`src/ubbpp_pkg.sv`:
```
package ubbpp_pkg;
	// Data and buffer shape
	localparam int unsigned DATA_W = 8;
	localparam int unsigned FIFO_DEPTH = 16;
	// Mode codes carried by the mode-select command
	localparam logic [7:0] CODE_RESET = 8'h00;
	localparam logic [7:0] CODE_ASYNC = 8'h01;
	localparam logic [7:0] CODE_SYNC = 8'h04;
	// Reset values of the pin side
	localparam logic [7:0] DIR_RESET = 8'h00;
	localparam logic [7:0] PIN_OUT_RESET = 8'h00;
	// Smallest baud divisor; keeps ticks at least two cycles apart
	localparam logic [15:0] BAUD_DIV_MIN = 16'h0002;

	// Port variants
	typedef enum logic [1:0] {
		M_IDLE = 2'b00,
		M_ASYNC = 2'b01,
		M_SYNC = 2'b10
	} ubbpp_mode_type;

	// Steps of one synchronous byte
	typedef enum logic [2:0] {
		S_IDLE = 3'b000,
		S_SAMPLE = 3'b001,
		S_APPLY = 3'b010,
		S_SETUP = 3'b011,
		S_WSTB = 3'b100
	} ubbpp_seq_type;

	// Mode-select command from the host
	typedef struct packed {
		logic valid;
		logic [7:0] code;
		logic [7:0] mask;
	} ubbpp_cmd_type;

	// Whole state of the port controller
	typedef struct packed {
		ubbpp_mode_type mode;
		ubbpp_seq_type seq;
		logic [7:0] dir;
		logic [7:0] pin_out;
		logic [7:0] next_out;
		logic pop;
		logic push;
		logic [7:0] push_data;
		logic rd_n;
		logic wr_n;
	} ubbpp_state_type;

	localparam ubbpp_state_type STATE_RESET = '{
		mode: M_IDLE, seq: S_IDLE, dir: DIR_RESET, pin_out: PIN_OUT_RESET,
		next_out: PIN_OUT_RESET, pop: 1'b0, push: 1'b0, push_data: PIN_OUT_RESET,
		rd_n: 1'b1, wr_n: 1'b1};

	// Baud generator state
	typedef struct packed {
		logic [15:0] cnt;
		logic tick;
	} ubbpp_baud_type;

	// Unknown codes fall back to the idle variant
	function automatic ubbpp_mode_type decode_mode(input logic [7:0] code);
		if (code == CODE_ASYNC) begin
			return M_ASYNC;
		end else if (code == CODE_SYNC) begin
			return M_SYNC;
		end
		return M_IDLE;
	endfunction
endpackage

```
`src/ubbpp_top.sv`:
```
`timescale 1ns/1ps
// How it works
// - Async: written bytes go to output pins
// - Async output pace comes from baud tick
// - Output pins hold last value when idle
// - Async: read and write strobes leave chip
// - Code 0x01 selects asynchronous variant
// - Code 0x04 selects synchronous variant
// - Code 0x00 returns port to reset state
// - Direction mask kept until next setup
// - Sync: outputs change only on popped byte
// - Sync: sample only while handling written byte
// - Sync: need room for sample first
// - Sample pins before applying new output
// - Sync: strobe off, sample, strobe on with output
// - Sync: write strobe one clock after output
// - Full sequence runs even with all inputs
// - Write strobe tied to popping a byte
module ubbpp_top (
	input wire logic CLK,
	input wire logic SRST,
	input wire ubbpp_pkg::ubbpp_cmd_type MODE_CMD,
	input wire logic [15:0] BAUD_DIV,
	input wire logic [7:0] HOST_WR_DATA,
	input wire logic HOST_WR_VALID,
	output logic HOST_WR_READY,
	output logic [7:0] HOST_RD_DATA,
	output logic HOST_RD_VALID,
	input wire logic HOST_RD_READY,
	input wire logic [7:0] PIN_IN,
	output logic [7:0] PIN_OUT,
	output logic [7:0] PIN_OE,
	output logic PIN_SAMPLE_STROBE_N,
	output logic PIN_UPDATE_STROBE_N
);
	ubbpp_pkg::ubbpp_state_type st_q; // Registered controller state
	ubbpp_pkg::ubbpp_state_type st_d; // Next controller state
	ubbpp_pkg::ubbpp_mode_type cmd_mode; // Decoded command variant
	logic [7:0] h2p_data; // Head of host_to_port_fifo
	logic h2p_valid; // A host byte waits
	logic p2h_ready; // port_to_host_fifo has room
	logic tick; // Baud pacing tick

	// Bytes from the host toward the pins
	ubbpp_fifo #(
		.W(ubbpp_pkg::DATA_W),
		.DEPTH(ubbpp_pkg::FIFO_DEPTH)
	) host_to_port_fifo (
		.clk(CLK),
		.srst(SRST),
		.in_data(HOST_WR_DATA),
		.in_valid(HOST_WR_VALID),
		.in_ready(HOST_WR_READY),
		.out_data(h2p_data),
		.out_valid(h2p_valid),
		.out_ready(st_q.pop)
	);

	// Pin samples back to the host
	ubbpp_fifo #(
		.W(ubbpp_pkg::DATA_W),
		.DEPTH(ubbpp_pkg::FIFO_DEPTH)
	) port_to_host_fifo (
		.clk(CLK),
		.srst(SRST),
		.in_data(st_q.push_data),
		.in_valid(st_q.push),
		.in_ready(p2h_ready),
		.out_data(HOST_RD_DATA),
		.out_valid(HOST_RD_VALID),
		.out_ready(HOST_RD_READY)
	);

	// Pacing runs only in the asynchronous variant
	ubbpp_baud baud_gen (
		.clk(CLK),
		.srst(SRST),
		.run(st_q.mode == ubbpp_pkg::M_ASYNC),
		.div(BAUD_DIV),
		.tick(tick)
	);

	// Next-state logic for all variants
	always_comb begin
		st_d = st_q;
		st_d.pop = 1'b0;
		st_d.push = 1'b0;
		cmd_mode = ubbpp_pkg::decode_mode(MODE_CMD.code);
		unique case (st_q.mode)
			// Async: everything moves on baud ticks
			ubbpp_pkg::M_ASYNC: begin
				st_d.rd_n = 1'b1;
				st_d.wr_n = 1'b1;
				st_d.seq = ubbpp_pkg::S_IDLE;
				// Popped byte lands on the pins with a write strobe
				if (st_q.pop) begin
					st_d.pin_out = h2p_data;
					st_d.wr_n = 1'b0;
				end
				// Ticks are at least two cycles apart, so no pop overlaps
				if (tick) begin
					st_d.pop = h2p_valid;
					if (p2h_ready) begin
						st_d.push = 1'b1;
						st_d.push_data = PIN_IN;
						st_d.rd_n = 1'b0;
					end
				end
			end
			// Sync: one strict sequence per written byte
			ubbpp_pkg::M_SYNC: begin
				unique case (st_q.seq)
					// Start only with a byte and room for its sample
					ubbpp_pkg::S_IDLE: begin
						if (h2p_valid && p2h_ready) begin
							st_d.seq = ubbpp_pkg::S_SAMPLE;
							st_d.rd_n = 1'b1;
							st_d.pop = 1'b1;
						end
					end
					// Pins still show the old byte here
					ubbpp_pkg::S_SAMPLE: begin
						st_d.push = 1'b1;
						st_d.push_data = PIN_IN;
						st_d.next_out = h2p_data;
						st_d.seq = ubbpp_pkg::S_APPLY;
					end
					// Strobe returns as outputs switch
					ubbpp_pkg::S_APPLY: begin
						st_d.rd_n = 1'b0;
						st_d.pin_out = st_q.next_out;
						st_d.seq = ubbpp_pkg::S_SETUP;
					end
					// One cycle of data setup before the strobe
					ubbpp_pkg::S_SETUP: begin
						st_d.wr_n = 1'b0;
						st_d.seq = ubbpp_pkg::S_WSTB;
					end
					// Strobe ends after one cycle
					ubbpp_pkg::S_WSTB: begin
						st_d.wr_n = 1'b1;
						st_d.seq = ubbpp_pkg::S_IDLE;
					end
					// Unused codes recover to idle
					default: begin
						st_d.seq = ubbpp_pkg::S_IDLE;
					end
				endcase
			end
			// Idle: strobes parked, pins left alone
			ubbpp_pkg::M_IDLE: begin
				st_d.rd_n = 1'b1;
				st_d.wr_n = 1'b1;
				st_d.seq = ubbpp_pkg::S_IDLE;
			end
			// Illegal code recovers to reset state
			default: begin
				st_d = ubbpp_pkg::STATE_RESET;
			end
		endcase
		// A new setup command wins over any step in flight
		if (MODE_CMD.valid) begin
			st_d.mode = cmd_mode;
			st_d.seq = ubbpp_pkg::S_IDLE;
			st_d.pop = 1'b0;
			st_d.push = 1'b0;
			st_d.wr_n = 1'b1;
			// Sync strobe rests active, others rest high
			st_d.rd_n = (cmd_mode != ubbpp_pkg::M_SYNC);
			st_d.dir = MODE_CMD.mask;
			if (cmd_mode == ubbpp_pkg::M_IDLE) begin
				st_d.dir = ubbpp_pkg::DIR_RESET;
				st_d.pin_out = ubbpp_pkg::PIN_OUT_RESET;
			end
		end
		if (SRST) begin
			st_d = ubbpp_pkg::STATE_RESET;
		end
	end

	// State register; pins keep the last value until a new one comes
	always_ff @(posedge CLK) begin
		st_q <= st_d;
	end

	assign PIN_OUT = st_q.pin_out;
	assign PIN_OE = st_q.dir;
	assign PIN_SAMPLE_STROBE_N = st_q.rd_n;
	assign PIN_UPDATE_STROBE_N = st_q.wr_n;
endmodule

```
`src/ubbpp_fifo.sv`:
```
`timescale 1ns/1ps
module ubbpp_fifo #(
	parameter int unsigned W = 8,
	parameter int unsigned DEPTH = 16
) (
	input wire logic clk,
	input wire logic srst,
	input wire logic [W-1:0] in_data,
	input wire logic in_valid,
	output logic in_ready,
	output logic [W-1:0] out_data,
	output logic out_valid,
	input wire logic out_ready
);
	localparam int unsigned AW = $clog2(DEPTH);

	// Pointers, fill level and the output register
	typedef struct packed {
		logic [AW-1:0] wr;
		logic [AW-1:0] rd;
		logic [AW:0] cnt;
		logic room;
		logic ovalid;
		logic [W-1:0] odata;
	} ubbpp_fifo_state_type;

	logic [W-1:0] mem [DEPTH]; // Storage words
	ubbpp_fifo_state_type s_q; // Registered state
	ubbpp_fifo_state_type s_d; // Next state
	logic push; // Word accepted this cycle
	logic take; // Output word consumed this cycle
	logic load; // Output register refilled

	// Refill the output register whenever it is free and a word waits
	always_comb begin
		s_d = s_q;
		push = in_valid & s_q.room;
		take = out_ready & s_q.ovalid;
		load = (~s_q.ovalid | take) & (s_q.cnt != '0);
		if (push) begin
			s_d.wr = s_q.wr + AW'(1);
		end
		if (load) begin
			s_d.odata = mem[s_q.rd];
			s_d.rd = s_q.rd + AW'(1);
			s_d.ovalid = 1'b1;
		end else if (take) begin
			s_d.ovalid = 1'b0;
		end
		s_d.cnt = s_q.cnt + (AW+1)'(push) - (AW+1)'(load);
		// Room is held in a flop so the source sees a clean ready
		s_d.room = (s_d.cnt != (AW+1)'(DEPTH));
		if (srst) begin
			s_d = '0;
		end
	end

	// State register
	always_ff @(posedge clk) begin
		s_q <= s_d;
	end

	// Memory write port
	always_ff @(posedge clk) begin
		if (push) begin
			mem[s_q.wr] <= in_data;
		end
	end

	assign in_ready = s_q.room; // Straight from a flop; low while in reset and while all DEPTH storage words are full
	assign out_valid = s_q.ovalid;
	assign out_data = s_q.odata;
endmodule

```
`src/ubbpp_baud.sv`:
```
`timescale 1ns/1ps
module ubbpp_baud (
	input wire logic clk,
	input wire logic srst,
	input wire logic run,
	input wire logic [15:0] div,
	output logic tick
);
	ubbpp_pkg::ubbpp_baud_type b_q; // Counter and tick
	ubbpp_pkg::ubbpp_baud_type b_d; // Next value
	logic [15:0] lim; // Clamped divisor

	// Count up to the divisor; restart whenever the port is not pacing
	always_comb begin
		lim = (div < ubbpp_pkg::BAUD_DIV_MIN) ? ubbpp_pkg::BAUD_DIV_MIN : div;
		b_d = b_q;
		b_d.tick = 1'b0;
		if (b_q.cnt >= lim - 16'h0001) begin
			b_d.cnt = 16'h0000;
			b_d.tick = 1'b1;
		end else begin
			b_d.cnt = b_q.cnt + 16'h0001;
		end
		if (srst || !run) begin
			b_d = '0;
		end
	end

	// State register
	always_ff @(posedge clk) begin
		b_q <= b_d;
	end

	assign tick = b_q.tick;
endmodule

```
`config.mk`:
```
export PLATFORM = sky130hd
export DESIGN_NAME = ubbpp_top
export DESIGN_NICKNAME = d
export VERILOG_FILES = /design/src/ubbpp_pkg.sv /design/src/ubbpp_top.sv /design/src/ubbpp_fifo.sv /design/src/ubbpp_baud.sv
export SDC_FILE = /design/constraint.sdc
export NUM_CORES = 1
export LEC_CHECK = 0
export ABC_AREA = 1
export BUFFER_PORTS_ARGS = -buffer_cell sky130_fd_sc_hd__buf_2
export CAP_MARGIN = 20
export CORE_MARGIN = 5
export CORE_UTILIZATION = 49
export DETAILED_ROUTE_END_ITERATION = 8
export PLACE_DENSITY = 0.64
export SLEW_MARGIN = 20
export SYNTH_ARGS = -nofsm -noshare
export SYNTH_HDL_FRONTEND = slang
export SYNTH_SLANG_ARGS = --single-unit
```
`constraint.sdc`:
```
create_clock -name CLK -period 3.5 [get_ports CLK]
set_input_delay 0.525 -clock CLK [delete_from_list [all_inputs] [get_ports CLK]]
set_output_delay 0.525 -clock CLK [all_outputs]
set_load 0.01 [all_outputs]
```
Yosys cells after proc, flatten, opt, wreduce, memory -nomap -nowiden. Memories as Yosys holds them, arrays and structs flattened. A register that Yosys moved wholly into a read port is not among the register bits. Cells that the tools add are included.

Register bits after elaboration: 88. Bits in writable memories: 256. Output and inout port bits: 28. Word-level logic and storage cells: 125. Memories kept: 2.

Memory list: host_to_port_fifo.mem (words 16, width 8, rd ports 1, clocked after memory_dff 1, write ports 1, line ubbpp_fifo.sv:27) `logic [W-1:0] mem [DEPTH];`; port_to_host_fifo.mem (words 16, width 8, rd ports 1, clocked after memory_dff 1, write ports 1, line ubbpp_fifo.sv:27).

Add/subtract/negate cells: 10. Magnitude comparators: 2. Equal/unequal tests: 19. Multiplexer cells: 39. Bitwise logic cells: 13. Reduce and logical (&&, ||, !) cells: 18.

Operators by type and width (count): 16-bit 2-to-1 mux (2); 8-bit 2-to-1 mux (4); 10-bit case mux with 3 select lines (1); 8-bit case mux with 3 select lines (1); 21-bit 2-to-1 mux (1); 16-bit by 1-bit adder with 16-bit output (second input constant) (1); 4-bit by 1-bit adder with 4-bit output (second input constant) (4); 16-bit >= comparator (1); 16-bit by 2-bit less-than comparator with 1-bit output (second input constant) (1); 8-bit case mux with 2 select lines (1); 16-bit by 1-bit subtractor with 16-bit output (second input constant) (1); 1-bit 2-to-1 mux (15); 3-bit case mux with 4 select lines (1); 11-bit 2-to-1 mux (1); 5-bit by 1-bit adder with 5-bit output (2); 10-bit 2-to-1 mux (1); 2-bit 2-to-1 mux (5); 5-bit != test (second input constant) (2); 5-bit nonzero test (2); 5-bit by 1-bit subtractor with 5-bit output (2); 9-bit 2-to-1 mux (1); 8-bit by 1-bit == test with 1-bit output (second input constant) (1); 8-bit by 3-bit == test with 1-bit output (second input constant) (1); 2-bit != test (second input constant) (4); 25 further kinds (45).

Longest topological paths before layout. Gate-level depths: netlist (run 1).

Depth in word-level cells: 7. Depth in mapped cells: 20. Depth with buffers taken out: 19.

By module. A second synthesis (run 1) with hierarchy kept.

Cells, all modules: 1904. Area, all modules: 17086.4 sq um.

By module, submodules not included: ubbpp_fifo (times used 2, cells an instance 675, area each 6685.2 sq um, sequential area each 4304.1 sq um); ubbpp_top (times used 1, cells an instance 318, area each 2120.8 sq um, sequential area each 820.8 sq um); ubbpp_baud (times used 1, cells an instance 236, area each 1595.3 sq um, sequential area each 340.3 sq um).

Worst setup path before layout (run 1). Ideal clock, no wire load.

Kind: input to register. Start point: in BAUD_DIV[3]. End point: reg baud_gen.b_q[11] (netlist bit). Data arrival time: 2.784 ns. Data required time: 3.436 ns. Slack: 0.652 ns. Stages on the path: 18. Path buffers: 1. Cell sequence: nor2_1 > nand2_1 > nor2_1 > nand2_1 > nand2_1 > ha_1 > nand2_1 > nor2_1 > nand2_1 > xnor2_1 > inv_1 > ha_1 > nand3_1 > a31oi_1 > nor2_1 > nand3_2 > buf_4 > nor2_1.

Word-level cells in the longest chain between the ends: 5.

RTL lines: start: declaration (line ubbpp_top.sv:23) `input wire logic [15:0] BAUD_DIV,`; 16-bit by 2-bit less-than comparator with 1-bit output (line ubbpp_baud.sv:15) `lim = (div < ubbpp_pkg::BAUD_DIV_MIN) ? ubbpp_pkg::BAUD_DIV_MIN : div;`; 16-bit 2-to-1 mux * (line ubbpp_baud.sv:15); 16-bit by 1-bit subtractor with 16-bit output * (line ubbpp_baud.sv:18) `if (b_q.cnt >= lim - 16'h0001) begin`; 16-bit >= comparator * (line ubbpp_baud.sv:18); 2-bit OR reduction (no source line) *; end signal: assignment (line ubbpp_baud.sv:31) `b_q <= b_d;`; end: declaration (line ubbpp_baud.sv:9) `ubbpp_pkg::ubbpp_baud_type b_q;`.

Every way passes the cells marked *; elsewhere a longest branch is shown, timed or not. A chain may end at the register's enable or synchronous reset.

Worst setup path after layout (run 1).
Start point: in BAUD_DIV[9]. End point: reg baud_gen.b_q[7] (netlist bit).

Same word-level chain as after synthesis.

==> summary.md, run 1 <==
| Metric | Value |
|---|---|
| Hold Violations, Final | 0 |
| Pin count of the biggest net entering global routing | 67 |
| Critical R2R Launch | host_to_port_fifo.s_q[12] |
| P per Cell Area | 672 nW/um^2 |
| Seq cells post-synth | 360 |
| WHS | 0.236 ns |
| Vias | 11370 |
| RSZ-0062 raised after global routing | false |
| Worst R2R Setup Slack | 0.74 ns |
| TritonCTS Sinks | 360 |
| Worst-Margin Slew | 1.01 ns |
| Post-cts sizing count | 0 |
| Bufs on Longest Clock Path | 3 |
| Combinational Power Share | 0.265 |
| FP Rows | 66 |
| Mapped Avg Cell Area | 9.61 sq um |
| Leak pwr | 0.00693 uW |
| Layout Skew | 0.0240 ns |
| Number of max-cap violations | 0 |
| Worst EP arrival | 3.35 ns |
| Share of layout cells above drive strength 1 | 0.0997 |
| Inst Count DP | 2119 |
| Clk Latency, worst-skew pair | 0.54 ns |
| Routed Antenna Nets | 0 |
| Sequential fraction of the synthesis area | 0.606 |
| Crit-path max FO | 16 |
| Max frequency | 345 MHz |
| Non-Filler Instances | 2188 |
| Worst vdd ir | 0.495 mV |
| First-pass GRT wire length | 57600 um |
| Ant. Diodes | 0 |
| Total Power | 11900 uW |
| Number of synthesis warnings | 0 |
| Fillers | 2956 |
| Synth Net Count | 1777 |
| Final WL | 36000 um |
| Fin crit share | 0.829 |
| Core area | 32500 sq um |
| Avg WL per Cell | 16.5 um |
| Crit path largest cell delay | 0.30 ns |
| Final period demand of the worst path | 2.90 ns |
| Worst Setup Start Kind | input port |
| Clock root buffer | clkbuf_16 |
| Hold Buf Count CTS | 0 |
| Clock power share | 0.325 |
| TritonCTS Buffers | 39 |
| Total global-route track usage | 0.196 |
| Postcts setup bufs | 0 |
| Pre-antenna DRT Iters | 6 |
| Hpwl dp | 22800 um |
| Critical Path RT | 3.95 ns |
| Die width | 191 um |
| Final setup TNS | 0 ns |
| Most frequent cells in the layout | nand2_1 (418), nor2_1 (269), edfxtp_1 (256) |
| Vias in the first global route | 11037 |
| Int Power | 7990 uW |
| Total gr overflow | 0 |
| Reg2reg path depth | 14 |
| Crit. End Element | flop |
| RR Endpoint | host_to_port_fifo.in_ready |
| Kind of critical path | in -> reg |
| Part of the power in registers | 0.410 |
| Initial Util | 0.495 |
| CP max stage cell | ha_1 |
| CTS tree | built |
| Layout net count | 1817 |
| Hold Crit Start | MODE_CMD[3] |
| Final routed DRC violation total | 0 |
| Status | finished, final reports clean |
| Die H | 191 um |
| Sw power | 3950 uW |
| Tightest Hold Check Type | in -> reg |
| Critical Path Start | BAUD_DIV[9] |
| Final setup viols | 0 |
| Slew headroom | 0.323 |
| Final Core Density | 0.546 |
| Starting DRT DRC Count | 787 |
| Synth unique cells | 41 |
| Final Slew Violations | 0 |
| Gpl congestion | 0.856 |
| Gate Count Post-Synth | 1678 |
| Vias/cell | 5.20 |
| Area grow syn2layout | 10.3% |
| Switching Share | 0.331 |
| Ports | 81 |
| Hold EP | PIN_OE[3] |
| Most common cell after layout, fill and taps aside | nand2_1 |
| CP Cell Sequence | buf_2 > nor2_1 > nand2_1 > nor2_1 > nand2_1 > nand2_1 > ha_1 > nand2_1 > nor2_1 > nand2_1 > xnor2_1 > inv_1 > ha_1 > nand3_1 > a31oi_1 > nor2_1 > nand3_2 > nor2_1 |
| Worst-path clk slew | 0.06 ns |
| Initial antenna violation count | 0 |
| Die area | 36600 sq um |
| H-tree depth | 2 |
| Post-Syn Area | 16100 sq um |
| IO Port Bufs | 80 |
| Hold path depth | 3 |
-- flip-flops by register name, summed over array words and instances, names as in the netlist, 8 cells and up --
name	count
host_to_port_fifo.s_q	13
port_to_host_fifo.mem	128
PIN_OE	8
baud_gen.b_q	16
PIN_OUT	8
host_to_port_fifo.mem	128
host_to_port_fifo.out_data	8
port_to_host_fifo.s_q	13
st_q	23
port_to_host_fifo.out_data	8
-- final cells by class --
class | count | area [sq um] | share of cell area
flip-flops and latches | 360 | 9770 | 0.550
multi-input cells | 1119 | 5360 | 0.301
clock inverters | 14 | 133 | 0.00746
well taps | 442 | 553 | 0.0311
clock buffers | 55 | 1080 | 0.0605
repair buffers | 91 | 483 | 0.0272
inverters | 107 | 403 | 0.0227
-- logic make-up after synthesis --
logic type / count (synthesis) / share of synthesized area
AOI/OAI and AO/OA: 144 / 0.0470
xor gates and xnor gates: 30 / 0.0163
adders and majority gates: 46 / 0.0366
buffers and inverters: 199 / 0.0616
DFF: 360 / 0.606
and+or+nand+nor: 899 / 0.232
-- through the flow --
| step | worst slack [ns] | cell area, sq um |
|---|---|---|
| 6_report | 0.599 | 17800 |
| 5_1_grt | 0.234 | 17800 |
| 4_1_cts | 0.597 | 17800 |
| 3_5_place_dp | 0.0582 | 16600 |
| 3_3_place_gp | 0.180 | 16600 |
| 2_1_floorplan | 0.652 | 16100 |
-- worst max-delay path: cells and delay by family --
family	cells	cell delay [ns]
adders and majority gates	2	0.51
and+or+nand+nor	12	1.90
buffers and inverters	2	0.17
AOI/OAI and AO/OA	1	0.08
xor gates and xnor gates	1	0.14
-- worst max path at each step --
stage	endpoint	slack, ns	cells after the start
after CTS	baud_gen.b_q[5]	0.60	18
after global routing	baud_gen.b_q[16]	0.23	18
after floorplan	baud_gen.b_q[11]	0.65	18
after detailed placement	baud_gen.b_q[5]	0.06	18
final	baud_gen.b_q[7]	0.60	18
after global placement	baud_gen.b_q[4]	0.18	18
-- layer usage --
metal / part of all wire / vias to the layer above / global-route usage
met1: 0.43 / 5379 / 0.261
li1: - / 5660 / -
met3: 0.047 / 61 / 0.0272
met2: 0.49 / 270 / 0.336
met5: 0 / - / 0
met4: 0.025 / 0 / 0.0558
-- cells in the mapped netlist (all sizes together) --
cell	instances	area, sq um
a31oi	2	12.5
a21boi	1	7.51
o22ai	1	6.26
nor3b	2	25.0
nor2	274	1050
nand4	19	125
ha	44	551
xor2	14	123
fa	2	40.0
edfxtp	256	7690
dfxtp	104	2080
o21a	1	7.51
o21bai	2	15.0
nor4	5	37.5
nor3	17	85.1
o32ai	2	17.5
or2	1	6.26
clkinv	4	15.0
a21oi	52	260
a211oi	6	45.0
xnor2	16	140
nand3	160	831
nand3b	1	7.51
clkbuf	15	57.6
o21ai	77	385
buf	77	534
nand2	420	1580
inv	103	387
-- power by group through the flow --
stage               logic [uW]  clock network [uW]  registers, uW
finish                    3170                3870           4900
global route              3610                4130           4930
CTS                       3190                3930           4900
detailed placement        3170                   0           4990
global placement          3120                   0           4980
floorplan                 2530                   0           4940
No activity file was read; power rests on OpenSTA's default activity.
==> run 2: changes to the inputs <==
--- a/config.mk
+++ b/config.mk
@@ -11,7 +11,7 @@
 export CORE_MARGIN = 5
 export CORE_UTILIZATION = 49
 export DETAILED_ROUTE_END_ITERATION = 8
-export PLACE_DENSITY = 0.64
+export PLACE_DENSITY = 0.67
 export SLEW_MARGIN = 20
 export SYNTH_ARGS = -nofsm -noshare
 export SYNTH_HDL_FRONTEND = slang
==> constraint.sdc (replaced) <==
create_clock -name CLK -period 2.4 [get_ports CLK]
set_input_delay 0.36 -clock CLK [delete_from_list [all_inputs] [get_ports CLK]]
set_output_delay 0.36 -clock CLK [all_outputs]
set_load 0.01 [all_outputs]
==> run 2 against run 1 <==
  * Final area is 4.8% higher
  * Count of clock-buffer cells in the layout grew 1
  * Die area stayed put
  * Critical path type is now reg -> reg
  * Largest cell class unchanged
==> summary.md, run 2 (same netlist as run 1, synthesis figures left out) <==
| Metric | Value |
|---|---|
| Ports | 81 |
| Final Core Density | 0.573 |
| Kind of critical path | reg -> reg |
| Total global-route track usage | 0.199 |
| Vias in the first global route | 11367 |
| Area grow syn2layout | 15.6% |
| CP max stage cell | fa_2 |
| Most used cell, CP | inv_2 |
| Initial antenna violation count | 0 |
| Worst Setup Start Kind | flop |
| WHS | 0.0785 ns |
| Crit. End Element | flop |
| Hpwl dp | 23800 um |
| Core area | 32500 sq um |
| IO Port Bufs | 80 |
| TritonCTS Buffers | 39 |
| P per Cell Area | 971 nW/um^2 |
| Final Slew Violations | 0 |
| Bufs on Longest Clock Path | 3 |
| Layout Skew | 0.0221 ns |
| Final WL | 37100 um |
| Number of max-cap violations | 0 |
| H-tree depth | 2 |
| Clk Latency, worst-skew pair | 0.53 ns |
| Slew headroom | 0.457 |
| Leak pwr | 0.00739 uW |
| Reg2reg path depth | 15 |
| Crit path largest cell delay | 0.42 ns |
| Tightest Hold Check Type | in -> reg |
| Pin count of the biggest net entering global routing | 67 |
| Initial Util | 0.495 |
| Worst EP arrival | 2.72 ns |
| Worst-Margin Slew | 0.813 ns |
| Fin crit share | 0.966 |
| Most frequent cells in the layout | nand2_1 (413), nor2_1 (261), edfxtp_1 (256) |
| RR Endpoint | host_to_port_fifo.in_ready |
| Die area | 36600 sq um |
| Hold Buf Count CTS | 0 |
| FP Rows | 66 |
| Clock root buffer | clkbuf_16 |
| Starting DRT DRC Count | 710 |
| Die H | 191 um |
| Hold path depth | 3 |
| Ant. Diodes | 0 |
| Worst vdd ir | 0.714 mV |
| Critical Path RT | 2.80 ns |
| Total gr overflow | 0 |
| Biggest regs | host_to_port_fifo.mem: 128 flops, port_to_host_fifo.mem: 128 flops, st_q: 23 flops |
| CTS tree | built |
| Vias/cell | 5.17 |
| Final routed DRC violation total | 0 |
| Share of layout cells above drive strength 1 | 0.164 |
| Pre-antenna DRT Iters | 5 |
| Worst R2R Setup Slack | 0.08 ns |
| End point of the critical path | host_to_port_fifo.in_ready |
| Final setup viols | 0 |
| Status | finished, final reports clean |
| First-pass GRT wire length | 58700 um |
| Crit-path max FO | 2 |
| Worst-path clk slew | 0.06 ns |
| Gpl congestion | 0.841 |
| Hold Crit Start | MODE_CMD[1] |
| Final setup TNS | 0 ns |
| Critical Path Start | host_to_port_fifo.s_q[13] |
| Routed Antenna Nets | 0 |
| TritonCTS Sinks | 360 |
| Max frequency | 431 MHz |
| Layout net count | 1897 |
| Final period demand of the worst path | 2.32 ns |
| Critical R2R Launch | host_to_port_fifo.s_q[13] |
| Vias | 11728 |
| Die width | 191 um |
| Avg WL per Cell | 16.4 um |
| Hold Violations, Final | 0 |
| CP Cell Sequence | inv_2 > ha_4 > nand3_1 > nand2_1 > inv_2 > ha_4 > inv_2 > ha_2 > inv_2 > fa_2 > xnor2_2 > inv_1 > nand3_2 > nor3_2 > nor2_1 |
| Most common cell after layout, fill and taps aside | nand2_1 |
[run 2: cell types whose count changed in the layout (fill, tap and decap cells not counted), moves of 5 or more]
cell / previous run / this run
buf_4: 11 / 87
inv_2: 10 / 20
inv_1: 92 / 83
ha_1: 44 / 36
nor2_1: 269 / 261
ha_4: 0 / 6
nand2_1: 418 / 413
nor2_2: 4 / 9
[run 2: what timing repair did]
item / in CTS / in global routing
setup buffers: 0 / 5
pin swaps: 0 / 12
gates resized for setup: 4 / 31
gates cloned: 0 / 0
setup endpoints to repair: 2 / 4
[run 2: area by class of cell]
type                       instances  area [sq um]
tap                              442           553
clock inverter                    14           118
timing repair buffer             171          1130
inverter                         107           402
clock buffer                      56          1100
fill                            2847         13900
sequential                       360          9780
multi-input combinational       1119          5550
[run 2: metrics by stage]
stage / cells / total power, uW / worst slack, ns / cell area [sq um]
floorplan: 1678 / 10900 / -0.0154 / 16200
global placement: 2194 / 12000 / -0.244 / 17300
detailed placement: 2194 / 12100 / -0.316 / 17300
CTS: 2264 / 17900 / 0.0115 / 18500
global route: 2269 / 19200 / -0.0297 / 18600
finish: 2269 / 18100 / 0.0824 / 18600
[run 2: worst min path at each step]
stage,endpoint,slack (ns)
2_1_floorplan,baud_gen.b_q[1],0.42
3_3_place_gp,baud_gen.b_q[1],0.43
3_5_place_dp,PIN_OE[1],0.45
4_1_cts,PIN_OE[7],0.05
5_1_grt,PIN_OE[7],0.06
6_report,PIN_OE[1],0.08
[run 2: critical path: cells and delay by family (launching register included)]
kind                     cells  cell delay [ns]
flip-flops                   1             0.33
AND/OR/NAND/NOR              5             0.44
buffers and inverters        5             0.31
XOR/XNOR                     1             0.16
adder cells (fa/ha/maj)      4             0.95
[run 2: power by group]
group | switching, uW | internal, uW
Sequential | 195 | 6940
Clock | 2390 | 3320
Combinational | 3410 | 1860
[run 2: routing by layer]
metal,up-vias,wire [um],GRT usage
met2,328,18500,0.343
met1,5508,15500,0.261
met4,0,1050,0.0616
met5,-,0,0
li1,5822,-,-
met3,70,2030,0.0292
